$ cat config.mk
export PLATFORM = sky130hd
export DESIGN_NAME = timer_clock_divider_chain
export DESIGN_NICKNAME = d
export VERILOG_FILES = /design/src/logic/clk_chain_pkg.sv /design/src/logic/free_run_counter.sv /design/src/logic/timer_clock_divider_chain.sv
export SDC_FILE = /design/constraint.sdc
export NUM_CORES = 1
export LEC_CHECK = 0
export BUFFER_PORTS_ARGS = -buffer_cell sky130_fd_sc_hd__buf_2
export CAP_MARGIN = 5
export CORE_ASPECT_RATIO = 0.7
export CORE_MARGIN = 3
export CORE_UTILIZATION = 45
export DETAILED_ROUTE_END_ITERATION = 8
export PLACE_DENSITY = 0.77
export SYNTH_ARGS = -nofsm -noshare
export SYNTH_HDL_FRONTEND = slang
export SYNTH_HIERARCHICAL = 1
export SYNTH_SLANG_ARGS = --single-unit
$ cat constraint.sdc
create_clock -name sys_clk_in -period 2.9 [get_ports sys_clk_in]
set_clock_uncertainty 0.1 [all_clocks]
set_input_delay 0.145 -clock sys_clk_in [delete_from_list [all_inputs] [get_ports sys_clk_in]]
set_output_delay 0.145 -clock sys_clk_in [all_outputs]
set_load 0.01 [all_outputs]
$ cat src/logic/clk_chain_pkg.sv
package clk_chain_pkg;
  // ==========================================
  // Oscillator divider
  localparam int OSC_RATIO = 4;
  localparam logic [1:0] PHASE_RESET = 2'h0;
  localparam logic [1:0] PHASE_LAST = 2'h3;
  localparam logic [1:0] PHASE_STROBE = 2'h1;
  localparam int CLK_HZ = 50000000;
  // ==========================================
  // Prescaler and main counter
  localparam int COUNT_W = 16;
  localparam logic [15:0] COUNT_RESET = 16'h0000;
  localparam logic [1:0] PRESC_RESET = 2'h0;
  localparam int PRESC_W = 4;
  localparam logic [3:0] PRESC_CHAIN_RESET = 4'h0;
  localparam logic [1:0] PRESC_DIV1 = 2'h0;
  localparam logic [1:0] PRESC_DIV4 = 2'h1;
  localparam logic [1:0] PRESC_DIV8 = 2'h2;
  localparam logic [1:0] PRESC_DIV16 = 2'h3;
  // ==========================================
  // Compensated taps, log2 of bus-clock division
  localparam int TAP_PULSE_LOG2 = 6;
  localparam int TAP_PERIODIC_LOG2 = 13;
  localparam int TAP_WATCHDOG_LOG2 = 15;
  localparam int TAP_COUNT = 3;
  // ==========================================
  // Baud chain and start-up delay
  localparam int BAUD_W = 13;
  localparam logic [12:0] BAUD_RESET = 13'h0000;
  localparam int STARTUP_BUS_CYCLES = 4064;
  localparam logic [12:0] DELAY_RESET = 13'h0000;
  // ==========================================
  // Run states, Gray along the cycle
  typedef enum logic [1:0]
  {
    ST_STARTUP = 2'b00,
    ST_RESUME = 2'b01,
    ST_RUN = 2'b11,
    ST_STOPPED = 2'b10
  } run_state_e;

  // Shift of the prescale factor
  function automatic int presc_shift(input logic [1:0] sel);
    int s;
    s = 0;
    unique case (sel)
      PRESC_DIV1: s = 0;
      PRESC_DIV4: s = 2;
      PRESC_DIV8: s = 3;
      PRESC_DIV16: s = 4;
    endcase
    return s;
  endfunction
endpackage

$ cat src/logic/free_run_counter.sv
`timescale 1ns/1ps
module free_run_counter
  import clk_chain_pkg::*;
#(
  parameter int WIDTH = COUNT_W
)
(
  // Clock and reset
  input wire logic sys_clk_in,
  input wire logic nrst_in,
  // Count enable
  input wire logic tick_in,
  // Count value
  output logic [WIDTH-1:0] count_out
);
  logic [WIDTH-1:0] next_count;

  // ==========================================
  // Wrapping up-counter
  always_comb
  begin
    next_count = count_out;
    if (tick_in)
    begin
      next_count = count_out + WIDTH'(1);
    end
  end

  always_ff @(posedge sys_clk_in or negedge nrst_in)
  begin
    if (!nrst_in)
    begin
      count_out <= WIDTH'(COUNT_RESET);
    end
    else
    begin
      count_out <= next_count;
    end
  end
endmodule

$ cat src/logic/timer_clock_divider_chain.sv
`timescale 1ns/1ps
module timer_clock_divider_chain
  import clk_chain_pkg::*;
#(
  parameter int STARTUP_CYCLES = STARTUP_BUS_CYCLES,
  parameter int TAP_LOG2 [TAP_COUNT] = '{TAP_PULSE_LOG2, TAP_PERIODIC_LOG2, TAP_WATCHDOG_LOG2}
)
(
  // Clock and reset
  input wire logic sys_clk_in,
  input wire logic nrst_in,
  // Mode and power control
  input wire logic test_mode_in,
  input wire logic stop_req_in,
  input wire logic wake_in,
  input wire logic baud_clear_in,
  // Prescale select write
  input wire logic presc_wr_in,
  input wire logic [1:0] presc_sel_in,
  // Clock outputs
  output logic phase_two_out,
  output logic bus_clk_out,
  output logic address_latch_strobe_out,
  output logic run_out,
  // Timer chain
  output logic [COUNT_W-1:0] timer_count_out,
  output logic [1:0] prescale_sel_out,
  output logic write_window_out,
  output logic pulse_tap_out,
  output logic periodic_tap_out,
  output logic watchdog_tap_out,
  output logic [BAUD_W-1:0] baud_count_out
);
  run_state_e state, next_state;
  logic [1:0] phase, next_phase;
  logic [PRESC_W-1:0] presc_chain, next_presc_chain;
  logic [BAUD_W-1:0] delay, next_delay;
  logic [BAUD_W-1:0] next_baud;
  logic [1:0] next_prescale;
  logic locked, next_locked;
  logic next_window;
  logic next_phase_two, next_bus_clk, next_strobe, next_run;
  logic [TAP_COUNT-1:0] tap_hit, taps;
  logic clk_on, e_on, osc_tick, bus_tick, timer_tick, accept;
  logic [PRESC_W-1:0] pmask;

  function automatic logic chain_hit(input logic [COUNT_W-1:0] chain, input int bits);
    logic [COUNT_W-1:0] mask;
    mask = COUNT_W'((32'h1 << bits) - 32'h1);
    return (chain & mask) == mask;
  endfunction

  // ==========================================
  // Oscillator divider and gating
  assign osc_tick = (phase == PHASE_LAST);
  assign clk_on = (state == ST_RESUME) || (state == ST_RUN);
  assign e_on = (state == ST_RUN);
  assign bus_tick = clk_on && osc_tick;

  // ==========================================
  // Prescaler
  assign pmask = PRESC_W'((32'h1 << presc_shift(prescale_sel_out)) - 32'h1);
  assign timer_tick = bus_tick && ((presc_chain & pmask) == pmask);

  // ==========================================
  // Compensated taps off the main counter
  genvar gi;
  generate
    for (gi = 0; gi < TAP_COUNT; gi++)
    begin : g_tap
      assign tap_hit[gi] = timer_tick &&
        chain_hit(timer_count_out, TAP_LOG2[gi] - presc_shift(prescale_sel_out));
    end
  endgenerate

  assign accept = presc_wr_in && (test_mode_in || (write_window_out && !locked));

  // ==========================================
  // Next-state logic
  always_comb
  begin
    next_phase = phase + 2'h1;
    next_presc_chain = presc_chain;
    next_state = state;
    next_delay = delay;
    next_baud = baud_count_out;
    next_prescale = prescale_sel_out;
    next_locked = locked;
    next_window = write_window_out;
    if (osc_tick)
    begin
      next_baud = baud_count_out + BAUD_W'(1);
    end
    if (test_mode_in && baud_clear_in)
    begin
      next_baud = BAUD_RESET;
    end
    if (bus_tick)
    begin
      next_presc_chain = presc_chain + PRESC_W'(1);
    end
    if (accept)
    begin
      next_prescale = presc_sel_in;
      next_locked = locked || !test_mode_in;
    end
    if (tap_hit[0])
    begin
      next_window = 1'b0;
    end
    unique case (state)
      ST_STARTUP:
      begin
        if (osc_tick)
        begin
          next_delay = delay + BAUD_W'(1);
          if (int'(delay) >= STARTUP_CYCLES - 1)
          begin
            next_state = ST_RESUME;
            next_delay = DELAY_RESET;
          end
        end
      end
      ST_RESUME:
      begin
        if (osc_tick)
        begin
          next_state = ST_RUN;
        end
      end
      ST_RUN:
      begin
        if (stop_req_in && osc_tick)
        begin
          next_state = ST_STOPPED;
        end
      end
      ST_STOPPED:
      begin
        if (wake_in)
        begin
          next_state = ST_STARTUP;
        end
      end
    endcase
    next_phase_two = clk_on && next_phase[1];
    next_bus_clk = e_on && ((next_phase == PHASE_LAST) || (next_phase == PHASE_RESET));
    next_strobe = e_on && (next_phase == PHASE_STROBE);
    next_run = (next_state == ST_RUN);
  end

  always_ff @(posedge sys_clk_in or negedge nrst_in)
  begin
    if (!nrst_in)
    begin
      state <= ST_STARTUP;
      phase <= PHASE_RESET;
      presc_chain <= PRESC_CHAIN_RESET;
      delay <= DELAY_RESET;
      baud_count_out <= BAUD_RESET;
      prescale_sel_out <= PRESC_RESET;
      locked <= 1'b0;
      write_window_out <= 1'b1;
      taps <= '0;
      phase_two_out <= 1'b0;
      bus_clk_out <= 1'b0;
      address_latch_strobe_out <= 1'b0;
      run_out <= 1'b0;
    end
    else
    begin
      state <= next_state;
      phase <= next_phase;
      presc_chain <= next_presc_chain;
      delay <= next_delay;
      baud_count_out <= next_baud;
      prescale_sel_out <= next_prescale;
      locked <= next_locked;
      write_window_out <= next_window;
      taps <= tap_hit;
      phase_two_out <= next_phase_two;
      bus_clk_out <= next_bus_clk;
      address_latch_strobe_out <= next_strobe;
      run_out <= next_run;
    end
  end

  assign pulse_tap_out = taps[0];
  assign periodic_tap_out = taps[1];
  assign watchdog_tap_out = taps[2];

  // ==========================================
  // Main counter
  free_run_counter #(
    .WIDTH(COUNT_W)
  ) u_counter (
    .sys_clk_in(sys_clk_in),
    .nrst_in(nrst_in),
    .tick_in(timer_tick),
    .count_out(timer_count_out)
  );

  // ==========================================
  // Checks
  logic [7:0] gap;
  logic gap_seen;
  always_ff @(posedge sys_clk_in or negedge nrst_in)
  begin
    if (!nrst_in)
    begin
      gap <= 8'h00;
      gap_seen <= 1'b0;
    end
    else if (accept)
    begin
      gap_seen <= 1'b0;
    end
    else if (tap_hit[0])
    begin
      gap <= 8'h00;
      gap_seen <= 1'b1;
    end
    else if (bus_tick)
    begin
      gap <= gap + 8'h01;
    end
  end
endmodule

==> out/metrics.yaml, run 1 <==
outcome:
  status: "completed"
cts:
  cts_tree: "done"
  htree_levels: 3
  clk_latency_ps: 330
  clockBufferDepth: 2
  cts_root_buf: "clkbuf_8"
  cts.clk_slew.worst_paths_ps: 70
  clock_sinks: 61
  cts_buffers: 9
global_route:
  grt_max_degree: 62
  track_usage: 0.189
  grt_pass1_vias: 2521
  antenna_found_initial: 0
  grt-ovfl-total: 0
  grt_pass1_wl_um: 12500
route:
  drt-pass1-iter-count: 5
  drtIter0Drc: 245
  wirelength_um: 7300
  via_per_inst: 5.53
  via_count: 2680
  drc: 0
  routedWlPerCell_um: 15.0
  ant_nets: 0
critical_path:
  end_kind: "register"
  worst-setup-path-type: "reg2reg"
  cp_max_fo: 6
  crit_path_start_kind: "register"
  worstPathRequired_ps: 3010
  cp_cell_sequence: "inv_1, ha_1, inv_1, ha_1, o22ai_1, a2111oi_4, nand4_4, nor3_2, nand3_1, xnor2_1"
  max_stage_delay_ps: 420
  rrSetupSlack_ps: 200
  crit_arrival_ps: 2820
  cp_num_buf_inv: 2
  crit_family: "simple AND/OR/NAND/NOR gates"
  worst_path_max_delay_cell: "a2111oi_4"
logic_synthesis:
  synth_flop_cell: "dfrtp_1"
  syn_nets: 350
  yosysSeqAreaShare: 0.470
  netlist_instances: 323
  synth-edff-count: 0
  synth_cell_type_count: 52
  async_flop_share: 1.00
  avgSynthCellArea_um2: 10.1
  synth_seq_cells: 61
  ys_warn_count: 6
  netlist_area_mm2: 0.00325
timing:
  setup_violations: 0
  tightest_slew_ps: 756
  grt_setup_unrepaired: "no"
  fin_tns_setup_ps: 0
  max_freq_ghz: 0.370
  slew_headroom: 0.496
  slew_violations: 0
  fin_crit_ps: 2700
  fin_ws_ps: 195
  hold_viol_final: 0
  finalCritPeriodShare: 0.933
floorplanning:
  io_pins: 48
  die_w_um: 108
  rows: 25
  dieHeight_um: 77.1
  start_util: 0.472
  core_mm2: 0.00688
  die_area_mm2: 0.00829
final_layout:
  final_common_cell: "dfrtp_1"
  fin_area_mm2: 0.00385
  final_cell_mix: "dfrtp_1, buf_2, nand2_1"
  diodes: 0
  drive_gt1_frac: 0.197
  fin_util: 0.560
  area_delta_synth_final_pct: 18.6
  finalNetCount: 413
place:
  post-place-ws_ps: 258
  dpl_cell_area_mm2: 0.00359
  hpwl_um: 5110
  place.gp.congestion: 0.970
  numPortBuffers: 47
flow_run:
  drv_cap: 0
power_and_ir_drop:
  vdd.ir_drop.worst_mv: 0.311
  p_leak_nw: 1.90
  p_per_area_mw_per_mm2: 533
min_path:
  hold_path_class: "in2reg"
## worst register-to-register path, delay by kind of cell (launching register included)
family                     cells  cell delay (ps)
adders and majority gates      2              490
xor gates and xnor gates       1              150
AOI/OAI and AO/OA              2              560
and+or+nand+nor                3              670
buffers and inverters          2              230
DFF                            1              410
## where the power goes
| part | total [mW] | internal (mW) | switching, mW |
|---|---|---|---|
| clock network | 0.663 | 0.355 | 0.308 |
| registers | 1.02 | 0.920 | 0.101 |
| logic | 0.369 | 0.152 | 0.217 |
## layout make-up
class | instances | area (um2)
clock buffer | 14 | 163
clock inverter | 2 | 10.0
fill | 635 | 3030
inverter | 14 | 52.6
multi-input combinational | 242 | 1650
sequential | 61 | 1530
tap | 94 | 118
timing repair buffer | 58 | 335
## cell usage after synthesis (all sizes together), types with 2 or more instances
| cell | instances | share of area |
|---|---|---|
| o21ai | 12 | 0.018 |
| xnor2 | 15 | 0.040 |
| nor3 | 3 | 0.0077 |
| o2111a | 2 | 0.0069 |
| nor2 | 23 | 0.027 |
| buf | 2 | 0.0046 |
| and2 | 3 | 0.0058 |
| a2111oi | 2 | 0.013 |
| nand4 | 15 | 0.033 |
| nor3b | 3 | 0.0069 |
| clkbuf | 4 | 0.0046 |
| nand3 | 23 | 0.035 |
| dfrtp | 60 | 0.46 |
| and4 | 3 | 0.0089 |
| o221ai | 3 | 0.0081 |
| ha | 18 | 0.069 |
| o22ai | 2 | 0.0038 |
| or3 | 4 | 0.0081 |
| nor4 | 3 | 0.0058 |
| xor2 | 17 | 0.046 |
| a221oi | 2 | 0.0054 |
| or4 | 8 | 0.018 |
| inv | 14 | 0.016 |
| nand2 | 40 | 0.046 |
| nand2b | 3 | 0.0058 |
| and3 | 6 | 0.012 |
| a21oi | 13 | 0.021 |
| mux2 | 4 | 0.014 |
| nor2b | 2 | 0.0038 |
## flip-flops by register name, indices dropped and copies added, names as in the netlist, 2 cells and up
name                 count
baud_count_out          13
presc_chain              4
delay                   13
taps                     3
phase                    2
state                    2
u_counter/count_out     16
prescale_sel_out         2
## metal layers
| metal | track usage | routed length [um] |
|---|---|---|
| met1 | 0.282 | 3590 |
| met2 | 0.266 | 3160 |
| met3 | 0.0488 | 499 |
| met4 | 0.0618 | 47 |
| met5 | 0 | 0 |
## logic make-up after synthesis
kind of cell             share of synthesized area
flip-flops                                   0.470
multiplexers                                0.0169
buffers and inverters                       0.0254
adder cells (fa/ha/maj)                     0.0693
AND/OR/NAND/NOR                              0.229
XOR/XNOR                                    0.0863
AO/OA/AOI/OAI                                0.102
## stage by stage
step / hold slack (ps) / power (mW) / std cells
after detailed placement: 249 / 1.39 / 461
after global placement: 246 / 1.38 / 461
final: 192 / 2.05 / 485
after global routing: 192 / 2.19 / 485
after CTS: 187 / 2.06 / 484
after floorplan: -251 / 1.28 / 323
## path summary, 6_finish.rpt
check                                                      from                             endpoint  depth (start not counted)
min in group asynchronous                               nrst_in   u_counter/count_out[9]$_DFFE_PN0P_                          3
worst max register to register  prescale_sel_out[0]$_DFFE_PN0P_  u_counter/count_out[15]$_DFFE_PN0P_                         10
worst min register to register               phase[0]$_DFF_PN0_                   phase[0]$_DFF_PN0_                          1
worst max-delay path            prescale_sel_out[0]$_DFFE_PN0P_  u_counter/count_out[15]$_DFFE_PN0P_                         10
max in group asynchronous                               nrst_in      prescale_sel_out[0]$_DFFE_PN0P_                          3
worst min-delay path                                presc_wr_in      prescale_sel_out[0]$_DFFE_PN0P_                          3
## repair_timing
action	4_1_cts	5_1_grt
hold endpoints to repair	65	0
endpoints found under the setup margin	0	1
buffers inserted	0	1
hold buffers	7	0
resized for setup	0	2
Power figures use the tool's default switching activity.
==> inputs of run 2 (changes only) <==
- RECOVER_POWER: default -> 100
==> run 2 against run 1 <==
  * Worst hold slack better by 1.0 ps
  * First-iteration DRC count is 2.9% higher
  * Total power fell by 0.11%
  * Combinational power barely moved
  * Clock power about the same
  * Global-route usage unchanged
  * Highest routed layer unchanged
==> out/metrics.yaml, run 2 (synthesized netlist as in run 1, its figures left out) <==
timing:
  slew_violations: 0  # unchanged
  setup_violations: 0  # unchanged
  finalCritPeriodShare: 0.934  # +0.00180
  hold_viol_final: 0  # unchanged
  grt_setup_unrepaired: "no"
  fin_crit_ps: 2710  # +5.23 ps
  fin_tns_setup_ps: 0  # unchanged
  max_freq_ghz: 0.369  # -0.19%
  slew_headroom: 0.0158  # -0.480
  tightest_slew_ps: 1480  # +720 ps
critical_path:
  cp_max_fo: 6  # unchanged
  worst-setup-path-type: "reg2reg"
  worstPathRequired_ps: 3010  # about the same
  crit_path_start_kind: "register"
  crit_arrival_ps: 2820  # about the same
  end_kind: "register"
cts:
  clock_sinks: 61  # unchanged
  cts.clk_slew.worst_paths_ps: 70  # about the same
  cts_root_buf: "clkbuf_8"
  cts_buffers: 9  # unchanged
  clockBufferDepth: 2  # unchanged
  clk_latency_ps: 330  # about the same
  htree_levels: 3  # unchanged
  cts_tree: "done"
power_and_ir_drop:
  p_leak_nw: 1.73  # -8.9%
  vdd.ir_drop.worst_mv: 0.307  # -1.3%
  p_per_area_mw_per_mm2: 540  # +1.3%
  power.total_mw: 2.05  # -0.11%
route:
  drc: 0  # unchanged
  ant_nets: 0  # unchanged
  via_count: 2652  # -1.0%
  via_per_inst: 5.47  # -1.0%
  drtIter0Drc: 252  # +2.9%
  drt-pass1-iter-count: 4  # -1
  routedWlPerCell_um: 15.1  # about the same
  wirelength_um: 7300  # about the same
final_layout:
  final_cell_mix: "dfrtp_1, clkbuf_1, nand2_1"
  diodes: 0  # unchanged
  finalNetCount: 413  # unchanged
  final_common_cell: "dfrtp_1"
  reg_top3: "u_counter/count_out (16), baud_count_out (13), delay (13)"
  top_register: "u_counter/count_out"
  area_delta_synth_final_pct: 16.9
  drive_gt1_frac: 0.0946  # -0.102
  fin_area_mm2: 0.00380  # -1.4%
  largest_reg_flops: 16  # unchanged
global_route:
  track_usage: 0.189  # unchanged
  antenna_found_initial: 0  # unchanged
  grt_pass1_wl_um: 12500  # unchanged
  grt_max_degree: 62  # unchanged
  grt-ovfl-total: 0  # unchanged
  grt_pass1_vias: 2521  # unchanged
place:
  numPortBuffers: 47  # unchanged
  place.gp.congestion: 0.970  # unchanged
  dpl_cell_area_mm2: 0.00359  # unchanged
  hpwl_um: 5110  # unchanged
floorplanning:
  dieHeight_um: 77.1  # unchanged
  start_util: 0.472  # unchanged
  die_area_mm2: 0.00829  # unchanged
  rows: 25  # unchanged
  die_w_um: 108  # unchanged
  core_mm2: 0.00688  # unchanged
  io_pins: 48  # unchanged
min_path:
  hold_path_class: "in2reg"
outcome:
  status: "completed"
flow_run:
  drv_cap: 0  # unchanged
## run 2: cell types whose count changed in the layout (fill, tap and decap cells not counted), moves of 2 or more
cell,change
clkbuf_1,+39
o21ai_0,+2
buf_2,-38
and2_0,+2
and2_1,-2
o21ai_1,-2
buf_4,-2
## run 2: report_power, final
group / internal (mW) / switching (mW) / total [mW] / leakage (nW)
Clock: 0.355 / 0.307 / 0.662 / 0.0905
Sequential: 0.920 / 0.102 / 1.02 / 0.804
Combinational: 0.149 / 0.218 / 0.367 / 0.840
Total: 1.42 / 0.627 / 2.05 / 1.73
## run 2: repair_timing
item	in CTS	in global routing
endpoints found under the setup margin	0	1
hold endpoints to repair	65	0
buffers inserted	0	1
hold buffers	7	0
resized for setup	0	2
## run 2: final timing paths
| check | slack, ps | end | startpoint | cells after the start |
|---|---|---|---|---|
| worst max register to register | 190 | u_counter/count_out[15]$_DFFE_PN0P_ | prescale_sel_out[0]$_DFFE_PN0P_ | 10 |
| min in group asynchronous | 670 | u_counter/count_out[9]$_DFFE_PN0P_ | nrst_in | 3 |
| worst min-delay path | 190 | prescale_sel_out[1]$_DFFE_PN0P_ | presc_wr_in | 3 |
| worst max-delay path | 190 | u_counter/count_out[15]$_DFFE_PN0P_ | prescale_sel_out[0]$_DFFE_PN0P_ | 10 |
| max in group asynchronous | 1030 | prescale_sel_out[0]$_DFFE_PN0P_ | nrst_in | 3 |
| worst min register to register | 400 | phase[0]$_DFF_PN0_ | phase[0]$_DFF_PN0_ | 1 |
## run 2: critical path, stage by stage, from the launching register on
cell and delay [ps]:
dfrtp_2 410, inv_1 100, ha_1 270, inv_1 120, ha_1 210, o22ai_1 140, a2111oi_4 420, nand4_4 210
nor3_2 320, nand3_1 140, xnor2_1 150
## run 2: layout make-up
class / count / area (um2)
clock buffers: 14 / 163
clock inverters: 2 / 10.0
fillers: 657 / 3080
inverters: 14 / 52.6
multi-input cells: 242 / 1650
flip-flops and latches: 61 / 1530
well taps: 94 / 118
repair buffers: 58 / 282
## run 2: stage by stage
| step | worst slack [ps] | hold WS, ps | std cells | util |
|---|---|---|---|---|
| 4_1_cts | 235 | 187 | 484 | 0.558 |
| 3_5_place_dp | 258 | 249 | 461 | 0.522 |
| 5_1_grt | 2.63 | 192 | 485 | 0.552 |
| 2_1_floorplan | 340 | -251 | 323 | - |
| 6_report | 190 | 193 | 485 | 0.552 |
| 3_3_place_gp | 463 | 246 | 461 | 0.522 |
## run 2: routing by layer
layer	vias to the layer above	GRT usage	routed length [um]
li1	1281	-	-
met1	1259	0.282	3550
met2	104	0.266	3140
met3	8	0.0488	540
met4	0	0.0618	71
met5	-	0	0
==> inputs of run 3 (changes only) <==
- ABC_AREA: default -> 1
- CTS_BUF_LIST: default -> sky130_fd_sc_hd__clkbuf_8
==> run 3 against run 2 <==
  * The flow now finishes with violations (max-capacitance violations, max-slew violations)
  * Combinational power down 9.5%
  * Die area increased by 9.8%
  * Worst hold slack got worse by 91 ps
  * Sequential share of layout area fell by 3.0 points
  * Critical path type unchanged
  * Critical endpoint is now u_counter/count_out[8]$_DFFE_PN0P_
  * Highest routed layer unchanged
==> out/metrics.yaml, run 3 <==
outcome:
  status: "finished with violations"
  violations: "max-capacitance violations, max-slew violations"
logic_synthesis:
  yosysTopAreaCell: "dfrtp_1"
  synth-edff-count: 0  # unchanged
  ys_warn_count: 6  # unchanged
  synth_seq_cells: 61  # unchanged
  netlist_area_mm2: 0.00359  # +10%
  synth_flop_cell: "dfrtp_1"
  syn_nets: 480  # +37%
  synth_most_common_cell: "nand2_1"
  yosysSeqAreaShare: 0.426  # -0.0446
  async_flop_share: 1.00  # unchanged
  synth_top_cell_area_share: 0.418  # -0.0438
  avgSynthCellArea_um2: 7.92  # -21%
  synthTopCellsByArea: "dfrtp_1, nand2_1, nor2_1"
  synth_commonest_cells: "nand2_1, nor2_1, inv_1"
  netlist_instances: 453  # +40%
  synth_cell_type_count: 39  # -25%
timing:
  fin_crit_ps: 2530  # -182 ps
  hold_viol_final: 0  # unchanged
  fin_tns_setup_ps: 0  # unchanged
  slew_headroom: -0.404  # -0.420
  whs_ps: 102  # -90.8 ps
  slew_violations: 39  # +39
  setup_violations: 0  # unchanged
  grt_setup_unrepaired: "no"
  finalCritPeriodShare: 0.872  # -0.0627
  tightest_slew_ps: 2110  # +629 ps
  max_freq_ghz: 0.396  # +7.2%
final_layout:
  final_cell_mix: "nand2_1, nor2_1, inv_1"
  area_delta_synth_final_pct: 14.3
  top_register: "u_counter/count_out"
  finalNetCount: 546  # +32%
  final_common_cell: "nand2_1"
  drive_gt1_frac: 0.0744  # -0.0202
  largest_reg_flops: 16  # unchanged
  diodes: 0  # unchanged
  reg_top3: "u_counter/count_out (16), baud_count_out (13), delay (13)"
floorplanning:
  start_util: 0.478  # +0.00551
  core_mm2: 0.00751  # +9.2%
  rows: 26  # +4.0%
  die_w_um: 113  # +4.8%
  io_pins: 48  # unchanged
  die_area_mm2: 0.00910  # +9.8%
  dieHeight_um: 80.7  # +4.7%
power_and_ir_drop:
  power.total_mw: 2.16  # +5.4%
  p_int_mw: 1.54  # +8.1%
  switching_share: 0.288  # -0.0172
  switchingPower_mw: 0.624  # -0.48%
  p_leak_nw: 2.01  # +16%
  vdd.ir_drop.worst_mv: 0.347  # +13%
  power_frac_comb: 0.153  # -0.026
  p_per_area_mw_per_mm2: 527  # -2.4%
  sequentialPowerShare: 0.478  # -0.020
  clockPowerShare: 0.368  # +0.045
critical_path:
  crit_arrival_ps: 2650  # -170 ps
  rrSetupSlack_ps: 370  # +180 ps
  end_kind: "register"
  r2r_end: "u_counter/count_out[8]$_DFFE_PN0P_"
  worstRegToRegCells: 10  # unchanged
  crit_path_start_kind: "register"
  r2r-start: "phase[0]$_DFF_PN0_"
  worstPathRequired_ps: 3020  # about the same
  cp_max_fo: 11  # +5
  worst-setup-path-type: "reg2reg"
route:
  via_count: 3187  # +20%
  drt-pass1-iter-count: 5  # +1
  drc: 0  # unchanged
  routedWlPerCell_um: 13.3  # -11%
  drtIter0Drc: 203  # -19%
  wirelength_um: 8290  # +14%
  ant_nets: 0  # unchanged
  via_per_inst: 5.12  # -6.3%
global_route:
  antenna_found_initial: 0  # unchanged
  grt_pass1_vias: 2869  # +14%
  grt_pass1_wl_um: 13700  # +9.4%
  track_usage: 0.190  # +0.00134
  grt-ovfl-total: 0  # unchanged
  grt_max_degree: 39  # -37%
cts:
  cts_resized: 0  # unchanged
  cts_buffers: 9  # unchanged
  htree_levels: 3  # unchanged
  clockBufferDepth: 2  # unchanged
  cts_tree: "done"
  clk_latency_ps: 340  # about the same
  cts.clk_slew.worst_paths_ps: 70  # about the same
  cts_root_buf: "clkbuf_8"
  clock_sinks: 61  # unchanged
place:
  numPortBuffers: 47  # unchanged
  place.gp.congestion: 0.909  # -6.3%
  hpwl_um: 6070  # +19%
flow_run:
  drv_cap: 1  # +1
min_path:
  hold_depth: 3  # unchanged
  whs_endpoint: "locked$_DFFE_PN0P_"
  hold_path_class: "in2reg"
  hp-start: "presc_wr_in"
==> run 3: cell count changes in the layout (fill, tap and decap cells not counted), moves of 3 or more <==
cell | previous run | this run
a21oi_1 | 12 | 16
nand3_1 | 23 | 29
or4_1 | 8 | 0
nand3_2 | 0 | 3
o21ai_0 | 12 | 9
inv_1 | 14 | 70
xor2_1 | 17 | 8
nand2b_1 | 3 | 0
nor2_1 | 23 | 76
nand2_1 | 40 | 97
or3_1 | 3 | 0
and3_1 | 6 | 1
nor3_1 | 1 | 11
==> run 3: how the worst max path moves through the flow <==
stage	endpoint	depth (start not counted)	slack, ps	startpoint
after CTS	u_counter/count_out[8]$_DFFE_PN0P_	12	510	prescale_sel_out[0]$_DFFE_PN0P_
final	u_counter/count_out[8]$_DFFE_PN0P_	10	370	phase[0]$_DFF_PN0_
after detailed placement	u_counter/count_out[8]$_DFFE_PN0P_	12	520	prescale_sel_out[0]$_DFFE_PN0P_
after floorplan	u_counter/count_out[8]$_DFFE_PN0P_	13	670	prescale_sel_out[0]$_DFFE_PN0P_
after global routing	u_counter/count_out[8]$_DFFE_PN0P_	10	140	phase[0]$_DFF_PN0_
after global placement	u_counter/count_out[8]$_DFFE_PN0P_	12	670	prescale_sel_out[0]$_DFFE_PN0P_
==> run 3: layout make-up <==
cell class              instances  area [um2]
repair buffers                 58         280
clock buffers                  12         165
flip-flops and latches         61        1530
fillers                       692        3410
clock inverters                 4        46.3
inverters                      71         267
multi-input cells             318        1690
well taps                      98         123
==> run 3: per-layer routing <==
metal	vias to the layer above	track usage	wire, um
li1	1566	-	-
met1	1487	0.265	3980
met2	126	0.278	3570
met3	8	0.0640	670
met4	0	0.0624	68
met5	-	0	0
==> run 3: logic make-up after synthesis <==
logic type | after synthesis | share of synthesized area
compound gates | 36 | 0.0579
xor+xnor | 21 | 0.0512
fa+ha+maj | 18 | 0.0627
buf+inv | 74 | 0.0805
flops | 61 | 0.426
mux | 1 | 0.00314
simple gates | 242 | 0.319
==> run 3: timing repair <==
action | CTS | global route
setup buffers | 0 | 0
hold buffers | 8 | 0
hold endpoints to repair | 41 | 0
==> run 3: critical path: stages, from the launching register on <==
cell	delay [ps]
dfrtp_1	410
ha_1	160
clkbuf_1	470
nand2_4	140
nor2_1	150
nand3_1	140
inv_2	210
nand3_1	110
nor2_1	270
nand2_1	110
xnor2_1	130
==> run 3: stage by stage <==
step,area (um2),setup slack (ps),utilization,std cells
4_1_cts,4240,511,0.564,622
5_1_grt,4100,140,0.546,622
2_1_floorplan,3590,666,-,453
3_5_place_dp,3950,521,0.525,598
3_3_place_gp,3950,671,0.525,598
6_report,4100,372,0.546,622
==> run 3: power by group through the flow <==
| stage | clock (mW) | sequential (mW) | combinational, mW |
|---|---|---|---|
| after floorplan | 0 | 1.04 | 0.249 |
| after global placement | 0 | 1.05 | 0.339 |
| after detailed placement | 0 | 1.05 | 0.352 |
| after CTS | 0.816 | 1.03 | 0.361 |
| after global routing | 0.851 | 1.05 | 0.384 |
| final | 0.797 | 1.03 | 0.332 |
